**src/inc/lsc_pkg.sv**
```systemverilog
// Purpose: Shared constants and types of the load output and streetlight
//          controller.
// Assumes: Voltages are in units of 10 mV for a 12 V system.
// Notes:   Register offsets are byte addresses of aligned 32-bit words.
package lsc_pkg;
   // ----------------------------------------------------------------
   // Register map
   // ----------------------------------------------------------------
   localparam logic [7:0] OFS_CTRL = 8'h00;
   localparam logic [7:0] OFS_THRESH = 8'h04;
   localparam logic [7:0] OFS_ENERGY = 8'h08;
   localparam logic [7:0] OFS_PROG0 = 8'h0c;
   localparam logic [7:0] OFS_PROG1 = 8'h10;
   localparam logic [7:0] OFS_DETECT = 8'h14;
   localparam logic [7:0] OFS_STATUS = 8'h18;

   // ----------------------------------------------------------------
   // Voltage levels, 10 mV units
   // ----------------------------------------------------------------
   localparam logic [15:0] CONV1_LOW = 16'h0456;
   localparam logic [15:0] CONV1_HIGH = 16'h051e;
   localparam logic [15:0] CONV2_LOW = 16'h049c;
   localparam logic [15:0] CONV2_HIGH = 16'h0578;
   localparam logic [15:0] NIGHT_DEF = 16'h0474;
   localparam logic [15:0] DAY_DEF = 16'h04a6;
   localparam logic [15:0] DAY_MARGIN = 16'h0032;
   localparam logic [15:0] VLOW_RST = CONV1_LOW;
   localparam logic [15:0] VHIGH_RST = CONV1_HIGH;

   // ----------------------------------------------------------------
   // Timing
   // ----------------------------------------------------------------
   localparam int CLK_HZ = 100_000_000;
   localparam int PWM_HZ = 160;
   localparam int PWM_STEPS = 100;
   localparam int PWM_SLOT_DEF = CLK_HZ / (PWM_HZ * PWM_STEPS);
   localparam int SWITCH_DELAY_MIN = 2;
   localparam logic [6:0] SWITCH_DELAY_S = 7'(SWITCH_DELAY_MIN * 60);
   localparam logic [11:0] DAY_HALF_MIN = 12'(12 * 60);
   localparam logic [11:0] MID_UNSYNC_MIN = 12'(6 * 60);
   localparam logic [2:0] SYNC_DAYS = 3'h5;
   localparam logic [5:0] DN_DELAY_MAX = 6'h3c;
   localparam logic [6:0] DIM_FULL = 7'h64;
   localparam logic [6:0] DIM_SPEED_MAX = 7'h63;

   // ----------------------------------------------------------------
   // Modes and program layout
   // ----------------------------------------------------------------
   typedef enum logic [2:0] {
      MODE_OFF = 3'b000, MODE_LIFE = 3'b001, MODE_CONV1 = 3'b010,
      MODE_CONV2 = 3'b011, MODE_ON = 3'b100, MODE_USER1 = 3'b101,
      MODE_USER2 = 3'b110, MODE_ENERGY = 3'b111
   } lsc_mode_t;

   typedef enum logic [1:0] {
      TX_COMM = 2'b00, TX_PWM = 2'b01, TX_PWM_INV = 2'b10, TX_VLOAD = 2'b11
   } lsc_tx_t;

   typedef enum logic [1:0] {
      SET_NONE = 2'b00, SET_HOURS = 2'b01, SET_MID = 2'b10, SET_RISE = 2'b11
   } lsc_set_t;

   typedef struct packed {
      logic [11:0] midShift;
      logic [5:0] dnDelay;
      logic [6:0] dimSpeed;
      logic [6:0] dimRise;
      logic [4:0] pad;
      logic [6:0] dim2;
      logic [6:0] dim1;
      logic [4:0] riseHours;
      logic [4:0] setHours;
      logic riseAct;
      lsc_set_t setAct;
   } lsc_prog_t;

   localparam lsc_prog_t PROG_RST = '0;
endpackage : lsc_pkg

```
**src/core/lsc_core.sv**
```systemverilog
// Purpose: Load output decision and streetlight timer with PWM dimming on
//          the transmit pin, registers reached over AHB-Lite.
// Assumes: battCv and panelCv come from logic on clk_sys in 10 mV units.
// Notes:   The timer program is restored from non-volatile storage at reset.
// Behaviour
// - Mode conventional one: off below 11.10V, on above 13.10V.
// - Mode conventional two: off below 11.80V, on above 14.00V.
// - User mode one: off below low threshold, on above high threshold.
// - User mode two: on only between low and high thresholds.
// - Energy mode: thresholds apply, once on stay on for preset minutes.
// - Forced modes act at once; sensing modes need two minutes' hold.
// - Jumper on serial pin selects mode unless jumper use is disabled.
// - Low-battery load decision overrides the lighting timer.
// - Switch closed only when decision on and dim level above zero.
// - Unsynchronised timer assumes a twelve-hour night.
// - Sunset: none, hours then dim two, midnight then dim two, or sunrise.
// - Sunrise: off, or on some hours before predicted sunrise.
// - Solar midnight is halfway between sunset and next sunrise.
// - Five days to sync; unsynced midnight is six hours after sunset.
// - Timer program is kept in non-volatile storage.
// - Switch-on dim level is sent on transmit pin in dimming mode.
// - Midnight shift in minutes applies only to midnight moments.
// - Day at least 0.5V above night, 11.4V lowest, zero gives defaults.
// - Day/night change must persist a delay of 0 to 60 minutes.
// - Dim level ramps one point per set seconds, zero steps at once.
// - Dimming output is 160Hz PWM, normal or inverted polarity.
// - Virtual load mode drives transmit pin from the load switch.
module lsc_core #(
   parameter int CYC_PER_SEC = lsc_pkg::CLK_HZ,
   parameter int PWM_SLOT_CYC = lsc_pkg::PWM_SLOT_DEF
) (
   input wire logic clk_sys,
   input wire logic rst_n,
   input wire logic clkEn,
   input wire logic hsel,
   input wire logic [31:0] haddr,
   input wire logic [1:0] htrans,
   input wire logic hwrite,
   input wire logic [2:0] hsize,
   input wire logic [31:0] hwdata,
   input wire logic hready,
   output logic [31:0] hrdata,
   output logic hreadyout,
   output logic hresp,
   input wire logic [15:0] battCv,
   input wire logic [15:0] panelCv,
   input wire logic jumperPin,
   input wire lsc_pkg::lsc_prog_t nvRdData,
   output lsc_pkg::lsc_prog_t nvWrData,
   output logic nvWrEn,
   output logic loadSwitch,
   output logic txOut,
   output logic txOe
);
   import lsc_pkg::*;

   // ----------------------------------------------------------------
   // Bus slave
   // ----------------------------------------------------------------
   logic wrPend_reg;
   logic [7:0] wrAddr_reg;
   logic [31:0] rdMux;
   logic busAcc;
   logic regWr;
   lsc_mode_t loadMode_reg;
   logic jmpDis_reg;
   lsc_tx_t txFunc_reg;
   logic slEn_reg;
   logic [15:0] vLow_reg;
   logic [15:0] vHigh_reg;
   logic [15:0] aesMin_reg;
   lsc_prog_t prog_reg;
   logic [15:0] nightLv_reg;
   logic [15:0] dayLv_reg;
   logic nvLoad_reg;
   logic decision_reg;
   logic isNight_reg;
   logic [2:0] syncDays_reg;
   logic [6:0] dimLevel_reg;
   logic jmpMeta_reg;
   logic jmpSync_reg;
   logic synced;

   // Zero wait states; the bus stalls while the block is frozen.
   assign hreadyout = clkEn;
   assign hresp = 1'b0;
   assign busAcc = hsel && htrans[1] && hready;
   assign regWr = wrPend_reg && clkEn;

   always_comb begin
      unique case (haddr[7:0])
         OFS_CTRL: rdMux = {24'h0, slEn_reg, 1'b0, txFunc_reg, jmpDis_reg,
                            loadMode_reg};
         OFS_THRESH: rdMux = {vHigh_reg, vLow_reg};
         OFS_ENERGY: rdMux = {16'h0, aesMin_reg};
         OFS_PROG0: rdMux = prog_reg[31:0];
         OFS_PROG1: rdMux = prog_reg[63:32];
         OFS_DETECT: rdMux = {dayLv_reg, nightLv_reg};
         OFS_STATUS: rdMux = {20'h0, !jmpDis_reg, dimLevel_reg, synced,
                              isNight_reg, loadSwitch, decision_reg};
         default: rdMux = 32'h0;
      endcase
   end

   always_ff @(posedge clk_sys) begin
      if (!rst_n) begin
         wrPend_reg <= 1'b0;
         wrAddr_reg <= 8'h00;
         hrdata <= 32'h0;
      end else if (clkEn) begin
         wrPend_reg <= busAcc && hwrite;
         wrAddr_reg <= haddr[7:0];
         if (busAcc && !hwrite) begin
            hrdata <= rdMux;
         end
      end
   end

   always_ff @(posedge clk_sys) begin
      if (!rst_n) begin
         loadMode_reg <= MODE_CONV1;
         jmpDis_reg <= 1'b0;
         txFunc_reg <= TX_COMM;
         slEn_reg <= 1'b0;
         vLow_reg <= VLOW_RST;
         vHigh_reg <= VHIGH_RST;
         aesMin_reg <= 16'h0000;
         nightLv_reg <= 16'h0000;
         dayLv_reg <= 16'h0000;
      end else if (regWr) begin
         if (wrAddr_reg == OFS_CTRL) begin
            loadMode_reg <= lsc_mode_t'(hwdata[2:0]);
            jmpDis_reg <= hwdata[3];
            txFunc_reg <= lsc_tx_t'(hwdata[5:4]);
            slEn_reg <= hwdata[7];
         end
         if (wrAddr_reg == OFS_THRESH) begin
            vLow_reg <= hwdata[15:0];
            vHigh_reg <= hwdata[31:16];
         end
         if (wrAddr_reg == OFS_ENERGY) begin
            aesMin_reg <= hwdata[15:0];
         end
         if (wrAddr_reg == OFS_DETECT) begin
            nightLv_reg <= hwdata[15:0];
            dayLv_reg <= hwdata[31:16];
         end
      end
   end

   // ----------------------------------------------------------------
   // Timer program with non-volatile backing
   // ----------------------------------------------------------------
   logic progWr;
   assign progWr = regWr && (wrAddr_reg == OFS_PROG0
                             || wrAddr_reg == OFS_PROG1);

   // The stored program is taken one cycle after reset so a battery
   // removal does not lose the lighting schedule.
   always_ff @(posedge clk_sys) begin
      if (!rst_n) begin
         prog_reg <= PROG_RST;
         nvLoad_reg <= 1'b1;
         nvWrEn <= 1'b0;
      end else if (clkEn) begin
         nvWrEn <= progWr;
         if (nvLoad_reg) begin
            prog_reg <= nvRdData;
            prog_reg.pad <= 5'h00;
            nvLoad_reg <= 1'b0;
         end else if (progWr && wrAddr_reg == OFS_PROG0) begin
            prog_reg[31:0] <= {5'h00, hwdata[26:0]};
         end else if (progWr) begin
            prog_reg[63:32] <= hwdata;
         end
      end
   end
   assign nvWrData = prog_reg;

   // ----------------------------------------------------------------
   // Time base and jumper synchroniser
   // ----------------------------------------------------------------
   logic [31:0] cycCnt_reg;
   logic [5:0] secOfMin_reg;
   logic secTick;
   logic minTick;
   assign secTick = clkEn && (cycCnt_reg == 32'(CYC_PER_SEC - 1));
   assign minTick = secTick && (secOfMin_reg == 6'h3b);

   always_ff @(posedge clk_sys) begin
      if (!rst_n) begin
         cycCnt_reg <= 32'h0;
         secOfMin_reg <= 6'h00;
         jmpMeta_reg <= 1'b1;
         jmpSync_reg <= 1'b1;
      end else if (clkEn) begin
         jmpMeta_reg <= jumperPin;
         jmpSync_reg <= jmpMeta_reg;
         cycCnt_reg <= secTick ? 32'h0 : cycCnt_reg + 32'h1;
         if (secTick) begin
            secOfMin_reg <= minTick ? 6'h00 : secOfMin_reg + 6'h01;
         end
      end
   end

   // ----------------------------------------------------------------
   // Load decision
   // ----------------------------------------------------------------
   lsc_mode_t effMode;
   logic [15:0] thrLo;
   logic [15:0] thrHi;
   logic onCond;
   logic offCond;
   logic [6:0] swDly_reg;
   logic aesRun_reg;
   logic aesDone_reg;
   logic [15:0] aesCnt_reg;

   // A fitted jumper pulls the pin low.
   assign effMode = jmpDis_reg ? loadMode_reg
                  : (jmpSync_reg ? MODE_CONV1 : MODE_CONV2);

   always_comb begin
      thrLo = vLow_reg;
      thrHi = vHigh_reg;
      if (effMode == MODE_CONV1 || effMode == MODE_LIFE) begin
         thrLo = CONV1_LOW;
         thrHi = CONV1_HIGH;
      end else if (effMode == MODE_CONV2) begin
         thrLo = CONV2_LOW;
         thrHi = CONV2_HIGH;
      end
      if (effMode == MODE_USER2) begin
         offCond = battCv < thrLo || battCv > thrHi;
         onCond = !offCond;
      end else begin
         offCond = battCv < thrLo;
         onCond = battCv > thrHi && !aesDone_reg;
      end
   end

   always_ff @(posedge clk_sys) begin
      if (!rst_n) begin
         decision_reg <= 1'b0;
         swDly_reg <= 7'h00;
         aesRun_reg <= 1'b0;
         aesDone_reg <= 1'b0;
         aesCnt_reg <= 16'h0000;
      end else if (clkEn) begin
         if (offCond) begin
            aesDone_reg <= 1'b0;
         end
         if (effMode == MODE_OFF || effMode == MODE_ON) begin
            decision_reg <= (effMode == MODE_ON);
            swDly_reg <= 7'h00;
            aesRun_reg <= 1'b0;
         end else if (aesRun_reg && !offCond) begin
            swDly_reg <= 7'h00;
            if (minTick) begin
               aesCnt_reg <= aesCnt_reg - 16'h0001;
            end
            if (effMode != MODE_ENERGY
                || (minTick && aesCnt_reg <= 16'h0001)) begin
               decision_reg <= 1'b0;
               aesRun_reg <= 1'b0;
               aesDone_reg <= (effMode == MODE_ENERGY);
            end
         end else if (decision_reg ? offCond : onCond) begin
            if (secTick) begin
               if (swDly_reg == SWITCH_DELAY_S - 7'h01) begin
                  decision_reg <= !decision_reg;
                  swDly_reg <= 7'h00;
                  aesRun_reg <= !decision_reg && effMode == MODE_ENERGY;
                  aesCnt_reg <= aesMin_reg;
               end else begin
                  swDly_reg <= swDly_reg + 7'h01;
               end
            end
         end else begin
            swDly_reg <= 7'h00;
            aesRun_reg <= 1'b0;
         end
      end
   end

   // ----------------------------------------------------------------
   // Day and night detection
   // ----------------------------------------------------------------
   logic [15:0] nightThr;
   logic [15:0] dayThr;
   logic [5:0] dlyMin;
   logic [11:0] dnLimit;
   logic [11:0] dnCnt_reg;
   logic dnCand;
   logic dnFlip;

   always_comb begin
      nightThr = NIGHT_DEF;
      dayThr = DAY_DEF;
      if (nightLv_reg != 16'h0000) begin
         nightThr = nightLv_reg < NIGHT_DEF ? NIGHT_DEF : nightLv_reg;
         dayThr = dayLv_reg < nightThr + DAY_MARGIN ? nightThr + DAY_MARGIN
                : dayLv_reg;
      end
   end

   assign dlyMin = prog_reg.dnDelay > DN_DELAY_MAX ? DN_DELAY_MAX
                 : prog_reg.dnDelay;
   assign dnLimit = 12'(dlyMin) * 12'h03c;
   assign dnCand = isNight_reg ? panelCv > dayThr : panelCv < nightThr;
   assign dnFlip = dnCand && (dnLimit == 12'h000
                  || (secTick && dnCnt_reg == dnLimit - 12'h001));

   always_ff @(posedge clk_sys) begin
      if (!rst_n) begin
         isNight_reg <= 1'b0;
         dnCnt_reg <= 12'h000;
      end else if (clkEn) begin
         if (dnFlip) begin
            isNight_reg <= !isNight_reg;
            dnCnt_reg <= 12'h000;
         end else if (!dnCand) begin
            dnCnt_reg <= 12'h000;
         end else if (secTick) begin
            dnCnt_reg <= dnCnt_reg + 12'h001;
         end
      end
   end

   // ----------------------------------------------------------------
   // Night clock and synchronisation
   // ----------------------------------------------------------------
   logic [11:0] nightMin_reg;
   logic [11:0] measNight_reg;

   always_ff @(posedge clk_sys) begin
      if (!rst_n) begin
         nightMin_reg <= 12'h000;
         measNight_reg <= DAY_HALF_MIN;
         syncDays_reg <= 3'h0;
      end else if (clkEn) begin
         if (dnFlip && !isNight_reg) begin
            nightMin_reg <= 12'h000;
         end else if (isNight_reg && minTick && nightMin_reg != 12'hfff) begin
            nightMin_reg <= nightMin_reg + 12'h001;
         end
         if (progWr) begin
            syncDays_reg <= 3'h0;
         end else if (dnFlip && isNight_reg) begin
            measNight_reg <= nightMin_reg;
            if (syncDays_reg != SYNC_DAYS) begin
               syncDays_reg <= syncDays_reg + 3'h1;
            end
         end
      end
   end
   assign synced = syncDays_reg == SYNC_DAYS;

   // ----------------------------------------------------------------
   // Dim target and ramp
   // ----------------------------------------------------------------
   logic [11:0] predRise;
   logic signed [13:0] nmS;
   logic signed [13:0] midAt;
   logic signed [13:0] preAt;
   logic [6:0] dimTgt;
   logic [6:0] dimCnt_reg;

   assign predRise = synced ? measNight_reg : DAY_HALF_MIN;
   assign nmS = $signed({2'b00, nightMin_reg});
   assign midAt = $signed({2'b00, synced ? {1'b0, measNight_reg[11:1]}
                  : MID_UNSYNC_MIN})
                + $signed({{2{prog_reg.midShift[11]}},
                           prog_reg.midShift});
   assign preAt = $signed({2'b00, predRise})
                - $signed({2'b00, 12'(prog_reg.riseHours) * 12'h03c});

   always_comb begin
      dimTgt = DIM_FULL;
      if (slEn_reg) begin
         dimTgt = 7'h00;
         if (isNight_reg) begin
            unique case (prog_reg.setAct)
               SET_NONE: dimTgt = 7'h00;
               SET_HOURS: dimTgt = nightMin_reg
                        < 12'(prog_reg.setHours) * 12'h03c
                        ? prog_reg.dim1 : prog_reg.dim2;
               SET_MID: dimTgt = nmS < midAt ? prog_reg.dim1 : prog_reg.dim2;
               SET_RISE: dimTgt = prog_reg.dim1;
            endcase
            if (prog_reg.riseAct && prog_reg.setAct != SET_RISE
                && nmS >= preAt) begin
               dimTgt = prog_reg.dimRise;
            end
         end
         if (dimTgt > DIM_FULL) begin
            dimTgt = DIM_FULL;
         end
      end
   end

   always_ff @(posedge clk_sys) begin
      if (!rst_n) begin
         dimLevel_reg <= 7'h00;
         dimCnt_reg <= 7'h00;
      end else if (clkEn) begin
         if (dimLevel_reg == dimTgt) begin
            dimCnt_reg <= 7'h00;
         end else if (prog_reg.dimSpeed == 7'h00) begin
            dimLevel_reg <= dimTgt;
         end else if (secTick) begin
            if (dimCnt_reg >= prog_reg.dimSpeed - 7'h01
                || dimCnt_reg >= DIM_SPEED_MAX) begin
               dimCnt_reg <= 7'h00;
               dimLevel_reg <= dimLevel_reg < dimTgt ? dimLevel_reg + 7'h01
                             : dimLevel_reg - 7'h01;
            end else begin
               dimCnt_reg <= dimCnt_reg + 7'h01;
            end
         end
      end
   end

   // ----------------------------------------------------------------
   // Load switch and transmit pin
   // ----------------------------------------------------------------
   logic [31:0] slotCyc_reg;
   logic [6:0] slotIdx_reg;
   logic [6:0] effDim;
   logic pwmHigh;

   // A low battery forces the light off whatever the timer asks.
   assign effDim = decision_reg ? dimLevel_reg : 7'h00;
   assign pwmHigh = slotIdx_reg < effDim;

   always_ff @(posedge clk_sys) begin
      if (!rst_n) begin
         slotCyc_reg <= 32'h0;
         slotIdx_reg <= 7'h00;
         loadSwitch <= 1'b0;
         txOut <= 1'b1;
         txOe <= 1'b0;
      end else if (clkEn) begin
         if (slotCyc_reg == 32'(PWM_SLOT_CYC - 1)) begin
            slotCyc_reg <= 32'h0;
            slotIdx_reg <= slotIdx_reg == DIM_FULL - 7'h01 ? 7'h00
                         : slotIdx_reg + 7'h01;
         end else begin
            slotCyc_reg <= slotCyc_reg + 32'h1;
         end
         loadSwitch <= decision_reg && dimLevel_reg != 7'h00;
         txOe <= txFunc_reg != TX_COMM;
         unique case (txFunc_reg)
            TX_COMM: txOut <= 1'b1;
            TX_PWM: txOut <= pwmHigh;
            TX_PWM_INV: txOut <= !pwmHigh;
            TX_VLOAD: txOut <= decision_reg
                             && dimLevel_reg != 7'h00;
         endcase
      end
   end
endmodule : lsc_core

```
**config.mk**
```make
export PLATFORM = sky130hd
export DESIGN_NAME = lsc_core
export DESIGN_NICKNAME = d
export VERILOG_FILES = /design/src/inc/lsc_pkg.sv /design/src/core/lsc_core.sv
export SDC_FILE = /design/constraint.sdc
export NUM_CORES = 1
export LEC_CHECK = 0
export BUFFER_PORTS_ARGS = -buffer_cell sky130_fd_sc_hd__buf_2
export CORE_MARGIN = 4
export CORE_UTILIZATION = 25
export CTS_CLUSTER_SIZE = 8
export DETAILED_ROUTE_END_ITERATION = 8
export RECOVER_POWER = 50
export SETUP_SLACK_MARGIN = 0.5
export SLEW_MARGIN = 25
export SYNTH_ARGS = -nofsm -noshare
export SYNTH_HDL_FRONTEND = slang
export SYNTH_SLANG_ARGS = --single-unit
```
**constraint.sdc**
```tcl
create_clock -name clk_sys -period 24 [get_ports clk_sys]
set_input_delay 0 -clock clk_sys [delete_from_list [all_inputs] [get_ports clk_sys]]
set_output_delay 0 -clock clk_sys [all_outputs]
set_load 0.1 [all_outputs]
```
==> results of run 1 <==
-- synth_stat cells (8+ instances only) --
cell type | instances | area (um^2)
buf_1 | 10 | 37.5
o21a_1 | 14 | 105
o22ai_1 | 9 | 56.3
xor2_1 | 85 | 744
buf_2 | 8 | 40.0
mux2_2 | 20 | 225
o31ai_1 | 15 | 113
nor2b_1 | 51 | 319
ha_1 | 209 | 2620
dfxtp_1 | 351 | 7030
clkbuf_1 | 121 | 454
and2_1 | 15 | 93.8
o211ai_1 | 22 | 165
o21bai_1 | 13 | 97.6
a21oi_1 | 252 | 1260
and3_1 | 53 | 332
a22oi_1 | 31 | 233
fa_1 | 25 | 500
and4_1 | 12 | 105
a21o_1 | 34 | 255
nor4_1 | 18 | 113
or3_1 | 27 | 169
inv_1 | 111 | 417
nand2_1 | 368 | 1380
nand4_1 | 50 | 313
mux2i_1 | 88 | 881
a31oi_1 | 22 | 138
nor3_1 | 45 | 225
xnor2_1 | 60 | 526
nor2_1 | 350 | 1310
or2_2 | 14 | 87.6
o21ai_0 | 106 | 531
a222oi_1 | 15 | 150
nand2b_1 | 22 | 138
a211oi_1 | 77 | 578
nand3_1 | 91 | 455
-- report_power, final --
part | switching, uW | internal (uW) | total, uW | leakage (uW)
logic | 232 | 120 | 352 | 0.00772
clock network | 269 | 381 | 650 | 0.000665
registers | 29.2 | 594 | 624 | 0.00284
total | 529 | 1100 | 1630 | 0.0112
-- routing by layer --
| metal | global-route usage | vias to the layer above |
|---|---|---|
| met5 | 0 | - |
| met4 | 0.0783 | 4 |
| met3 | 0.0361 | 213 |
| met2 | 0.284 | 950 |
| met1 | 0.231 | 10878 |
| li1 | - | 10964 |
-- kinds of logic after synthesis --
kind of cell | Yosys count
AOI/OAI and AO/OA | 677
xor gates and xnor gates | 147
adders and majority gates | 234
buffers and inverters | 263
DFF | 351
muxes | 111
other | 1
and+or+nand+nor | 1155
-- worst register-to-register path, delay by kind of cell, from the launching register on --
kind / cells / cell delay (ps)
xor gates and xnor gates: 3 / 540
adders and majority gates: 7 / 2670
and+or+nand+nor: 8 / 1600
DFF: 1 / 630
buffers and inverters: 3 / 500
AOI/OAI and AO/OA: 17 / 3160
-- through the flow --
step                instances  setup WS (ps)  total power (uW)  utilization
floorplan                2944          15240               870            -
global placement         4298          14890               965        0.279
detailed placement       4298          14850               970        0.279
CTS                      4465          14820              1640        0.306
global route             4465          13970              1690        0.305
finish                   4469          14810              1630        0.305
-- cells in the final DEF, fill, tap and decap left out, types with 20 or more instances in the layout --
cell type	count
xnor2_1	60
dfxtp_1	350
a21oi_1	252
o211ai_1	22
inv_1	111
dlygate4sd3_1	110
nor2b_1	51
fa_1	25
a211oi_1	76
nand2_1	368
clkbuf_1	104
o21ai_0	106
nor3_1	44
nand2b_1	22
nand4_1	50
nor2_1	348
xor2_1	85
or3_1	27
a22oi_1	31
a21o_1	34
and3_1	53
clkbuf_16	50
ha_1	209
buf_2	136
mux2_2	20
nand3_1	91
a31oi_1	22
buf_4	20
mux2i_1	88
-- worst max-delay path by stage --
stage,from,to,slack [ps],depth (start not counted)
after detailed placement,nvWrData[10]$_SDFFE_PN0P_,dimLevel_reg[6]$_SDFFE_PN0P_,14850,40
after CTS,nvWrData[10]$_SDFFE_PN0P_,dimLevel_reg[6]$_SDFFE_PN0P_,14820,40
after global placement,nvWrData[10]$_SDFFE_PN0P_,dimLevel_reg[6]$_SDFFE_PN0P_,14890,40
final,nvWrData[10]$_SDFFE_PN0P_,dimLevel_reg[4]$_SDFFE_PN0P_,14810,38
after global routing,nvWrData[10]$_SDFFE_PN0P_,dimLevel_reg[6]$_SDFFE_PN0P_,13970,40
after floorplan,nvWrData[10]$_SDFFE_PN0P_,dimLevel_reg[4]$_SDFFE_PN0P_,15240,36
-- layout make-up --
type	count	area [um^2]
repair buffers	370	2330
multi-input cells	2330	15400
clock buffers	52	1270
diodes	4	10.0
inverters	114	433
flip-flops and latches	351	7030
fillers	9950	64100
well taps	1243	1560
clock inverters	5	90.1
==> flow_metrics.py, run 1 <==
metrics = {
    "worst_setup_path": {
        "r2r-start": "nvWrData[10]$_SDFFE_PN0P_",
        "critPathMaxStageDelay_ps": 630,
        "crit_arrival_ps": 9690,
        "r2r_cells": 38,
        "cp_slowest_cell": "dfxtp_1",
        "path_common_cell": "a21oi_1",
        "crit_path_max_fanout": 14,
        "required_ps": 24510,
        "regToRegEndpoint": "dimLevel_reg[4]$_SDFFE_PN0P_",
        "cp.buffers_inverters": 3,
        "cp_top_family": "compound AO/OA/AOI/OAI gates",
        "worst-setup-path-type": "register to register",
        "reg2reg_setup_slack_ps": 14810,
        "end_kind": "register",
        "startpoint_type": "register",
    },
    "yosys": {
        "synth_compound_area_frac": 0.185,
        "synth-simple-area-share": 0.230,
        "synth-main-ff-cell": "dfxtp_1",
        "netlist_instances": 2939,
        "synth_edf_count": 0,
        "synth_top_family_by_area": "simple AND/OR/NAND/NOR gates",
        "syn_area_per_cell_um2": 7.97,
        "ys_ff_latch": 351,
        "yosysWarnings": 0,
        "synth_xor_area_frac": 0.0562,
        "netlist_area_um2": 23400,
        "async_flop_share": 0,
        "ys_seq_area_frac": 0.300,
        "synth_fa_ha_area_frac": 0.133,
        "synthMuxAreaShare": 0.0501,
        "synth_cell_type_count": 92,
    },
    "global_route": {
        "grt_pass1_vias": 21513,
        "overflow": 0,
        "grtUsageTotal": 0.177,
        "antenna_found_initial": 9,
        "grt_pass1_wl_um": 134000,
        "grt_max_degree": 95,
    },
    "timing": {
        "worst_hold_slack_ps": 179,
        "post-route-period-util": 0.383,
        "finClkSkew_ps": 28.5,
        "slew_violations": 164,
        "finalSetupTns_ps": 0,
        "rsz0062_at_grt": "no",
        "slew_headroom": -1.18,
        "fmax_mhz": 109,
        "hold_viol_final": 0,
        "setup_viol_count_final": 0,
        "period_needed_ps": 9190,
        "worst_slew_pin_slew_ps": 3280,
    },
    "die": {
        "initial_utilization": 0.254,
        "boundaryPins": 274,
        "dieArea_um2": 98600,
        "chipWidth_um": 314,
        "chipHeight_um": 314,
        "row_count": 111,
        "core_um2": 92200,
    },
    "outcome": {
        "status": "finished with violations",
        "violations": "max-capacitance violations, max-slew violations",
    },
    "clock_network": {
        "cts_hold_buf": 110,
        "htree_levels": 2,
        "cts_buffers": 50,
        "cts_setup_buffers": 0,
        "cts_tree": "yes",
        "path_clk_slew_ps": 50,
        "ctsLongestPathBuffers": 3,
        "clock_sinks": 351,
        "clk_latency_ps": 610,
        "cts_root_buf": "clkbuf_16",
        "ctsResizeCount": 0,
    },
    "routing": {
        "vias_per_cell": 5.15,
        "wl_met1_um": 39000,
        "wl_met2_um": 40000,
        "drt_iter0_drc": 1877,
        "drc_errors": 0,
        "wl_per_cell_um": 20.4,
        "top_layer": "met5",
        "ant_nets": 0,
        "postRouteWirelength_um": 91200,
        "met3_length_um": 7410,
        "vias": 23009,
        "firstDrtPassIters": 7,
    },
    "place": {
        "place_congestion": 0.962,
        "io_buffers": 234,
        "hpwl_um": 68800,
        "placed_area_um2": 25800,
    },
    "power": {
        "peakVddDrop_mv": 0.0491,
        "power_density_nw_per_um2": 57.8,
        "leakage_uw": 0.0112,
    },
    "layout": {
        "drive_gt1_frac": 0.0881,
        "design_area_um2": 28100,
        "final_nets": 3623,
        "largest_register_ff_count": 59,
        "area_delta_synth_final_pct": 20.0,
    },
    "run": {
        "drv_cap": 7,
    },
    "worst_hold_path": {
        "hold_path_depth": 4,
        "hp-class": "primary input to register",
        "holdPathEnd": "jmpMeta_reg$_SDFFE_PN1P_",
        "min_from": "jumperPin",
    },
}
Power figures use the tool's default switching activity.
==> run 2: changes to the inputs <==
clock period = 8.68 ns   (was 24 ns; I/O delays follow)
==> run 2 against run 1 <==
The run still ends with max-capacitance violations, max-slew violations left. Cell area up 1.9%. Non-clock buffer count up 31. Clock-buffer cell count up 8. Hold slack worse by 150 ps. Die area unchanged. Flip-flop and latch count unchanged. Critical path depth up 3. Register-to-register slack worse by 14000 ps. First-iteration DRC count up 10%. Via count up 0.22%. Global-route usage up 0.23 points. Clock skew up 12 ps. Largest power group unchanged.
==> flow_metrics.py, run 2 (synthesized netlist as in run 1, its figures left out) <==
metrics = {
    "die": {
        "row_count": 111,
        "core_um2": 92200,
        "chipWidth_um": 314,
        "dieArea_um2": 98600,
        "initial_utilization": 0.254,
        "boundaryPins": 274,
        "chipHeight_um": 314,
    },
    "timing": {
        "rsz0062_at_grt": "no",
        "post-route-period-util": 0.918,
        "hold_viol_final": 0,
        "fmax_mhz": 125,
        "setup_viol_count_final": 0,
        "worst_slew_pin_slew_ps": 3400,
        "slew_headroom": -1.26,
        "finalWorstSetupSlack_ps": 711,
        "period_needed_ps": 7970,
        "slew_violations": 316,
        "finClkSkew_ps": 40.0,
        "finalSetupTns_ps": 0,
    },
    "global_route": {
        "overflow": 0,
        "grtUsageTotal": 0.180,
        "grt_max_degree": 83,
        "grt_pass1_wl_um": 136000,
        "antenna_found_initial": 3,
        "grt_pass1_vias": 21543,
    },
    "routing": {
        "ant_nets": 0,
        "wl_met1_um": 39100,
        "wl_met2_um": 41800,
        "met3_length_um": 8460,
        "top_layer": "met4",
        "postRouteWirelength_um": 92700,
        "vias_per_cell": 5.12,
        "firstDrtPassIters": 8,
        "wl_per_cell_um": 20.6,
        "drc_errors": 0,
        "drt_iter0_drc": 2073,
        "vias": 23060,
    },
    "layout": {
        "largest_register_ff_count": 59,
        "layout_commonest_cell": "nand2_1",
        "antenna_cells": 0,
        "final_util": 0.311,
        "final_cell_mix": "nand2_1, nor2_1, dfxtp_1",
        "drive_gt1_frac": 0.114,
        "final_nets": 3655,
        "area_delta_synth_final_pct": 22.4,
    },
    "worst_setup_path": {
        "path_common_cell": "a21oi_2",
        "end_kind": "register",
        "crit_path_max_fanout": 6,
        "crit_arrival_ps": 8310,
        "r2r-start": "nvWrData[10]$_SDFFE_PN0P_",
        "startpoint_type": "register",
        "crit_start": "nvWrData[10]$_SDFFE_PN0P_",
        "critPathMaxStageDelay_ps": 590,
        "regToRegEndpoint": "dimLevel_reg[6]$_SDFFE_PN0P_",
        "worst-setup-path-type": "register to register",
        "cp_slowest_cell": "fa_1",
        "r2r_cells": 41,
        "required_ps": 9020,
        "reg2reg_setup_slack_ps": 710,
    },
    "power": {
        "leakage_uw": 0.0115,
        "p_total_uw": 4580,
        "peakVddDrop_mv": 0.136,
        "power_density_nw_per_um2": 160,
    },
    "clock_network": {
        "ctsLongestPathBuffers": 3,
        "path_clk_slew_ps": 60,
        "htree_levels": 2,
        "clock_sinks": 351,
        "cts_buffers": 51,
        "cts_tree": "yes",
        "cts_root_buf": "clkbuf_16",
        "clk_latency_ps": 610,
    },
    "place": {
        "place_congestion": 0.931,
        "dp_slack_ps": 218,
        "io_buffers": 234,
        "hpwl_um": 70200,
    },
    "worst_hold_path": {
        "holdPathEnd": "txOe$_SDFFE_PN0P_",
        "min_from": "clkEn",
        "hp-class": "primary input to register",
        "hold_path_depth": 3,
    },
    "run": {
        "drv_cap": 6,
    },
    "outcome": {
        "violations": "max-capacitance violations, max-slew violations",
        "status": "finished with violations",
    },
}
[run 2: cell count changes in the layout (fill, tap and decap cells not counted), moves of 5 or more]
cell and change:
buf_4 +35, a21oi_2 +10, o21ai_1 +7, o21ai_0 -9, dfxtp_1 -5, a21oi_1 -11, dlygate4sd3_1 -5
[run 2: cell type report]
cell class	instances	area, um^2
Fill cell	9870	63600
Multi-Input combinational cell	2330	15600
Sequential cell	351	7050
Timing Repair Buffer	401	2570
Tap cell	1243	1560
Clock buffer	60	1350
Inverter	114	429
Clock inverter	5	65.1
[run 2: stage by stage]
stage / instance area, um^2 / hold slack (ps) / instances
finish: 28600 / 33.6 / 4504
global route: 28600 / 86.5 / 4504
CTS: 28400 / 13.7 / 4483
detailed placement: 25900 / 264 / 4308
global placement: 25900 / 251 / 4308
floorplan: 23400 / 124 / 2944
[run 2: report_power, final]
| part | switching, uW | total, uW | internal, uW |
|---|---|---|---|
| registers | 65.7 | 1710 | 1640 |
| clock network | 767 | 1850 | 1080 |
| logic | 668 | 1030 | 358 |
[run 2: worst max-delay path, delay by kind of cell, from the launching register on]
| family | cells | cell delay [ps] |
|---|---|---|
| compound gates | 20 | 2870 |
| xor+xnor | 3 | 430 |
| buf+inv | 5 | 500 |
| fa+ha+maj | 7 | 2580 |
| flops | 1 | 360 |
| simple gates | 6 | 980 |
[run 2: worst max-delay path by stage]
stage	endpoint	cells after the start
final	dimLevel_reg[6]$_SDFFE_PN0P_	41
after floorplan	dimLevel_reg[4]$_SDFFE_PN0P_	36
after global placement	dimLevel_reg[6]$_SDFFE_PN0P_	40
after global routing	nvWrData[47]$_SDFFE_PN0P_	6
after detailed placement	dimLevel_reg[6]$_SDFFE_PN0P_	40
after CTS	dimLevel_reg[6]$_SDFFE_PN0P_	39
[run 2: timing repair]
action	CTS	global route
gates resized for setup	11	48
pin swaps	6	38
hold endpoints to repair	174	0
hold buffers	105	0
setup buffers	5	21
setup endpoints to repair	4	7
[run 2: routing by layer]
metal | up-vias | GRT usage
met5 | - | 0
li1 | 11041 | -
met3 | 142 | 0.0438
met4 | 0 | 0.0601
met2 | 967 | 0.291
met1 | 10910 | 0.234
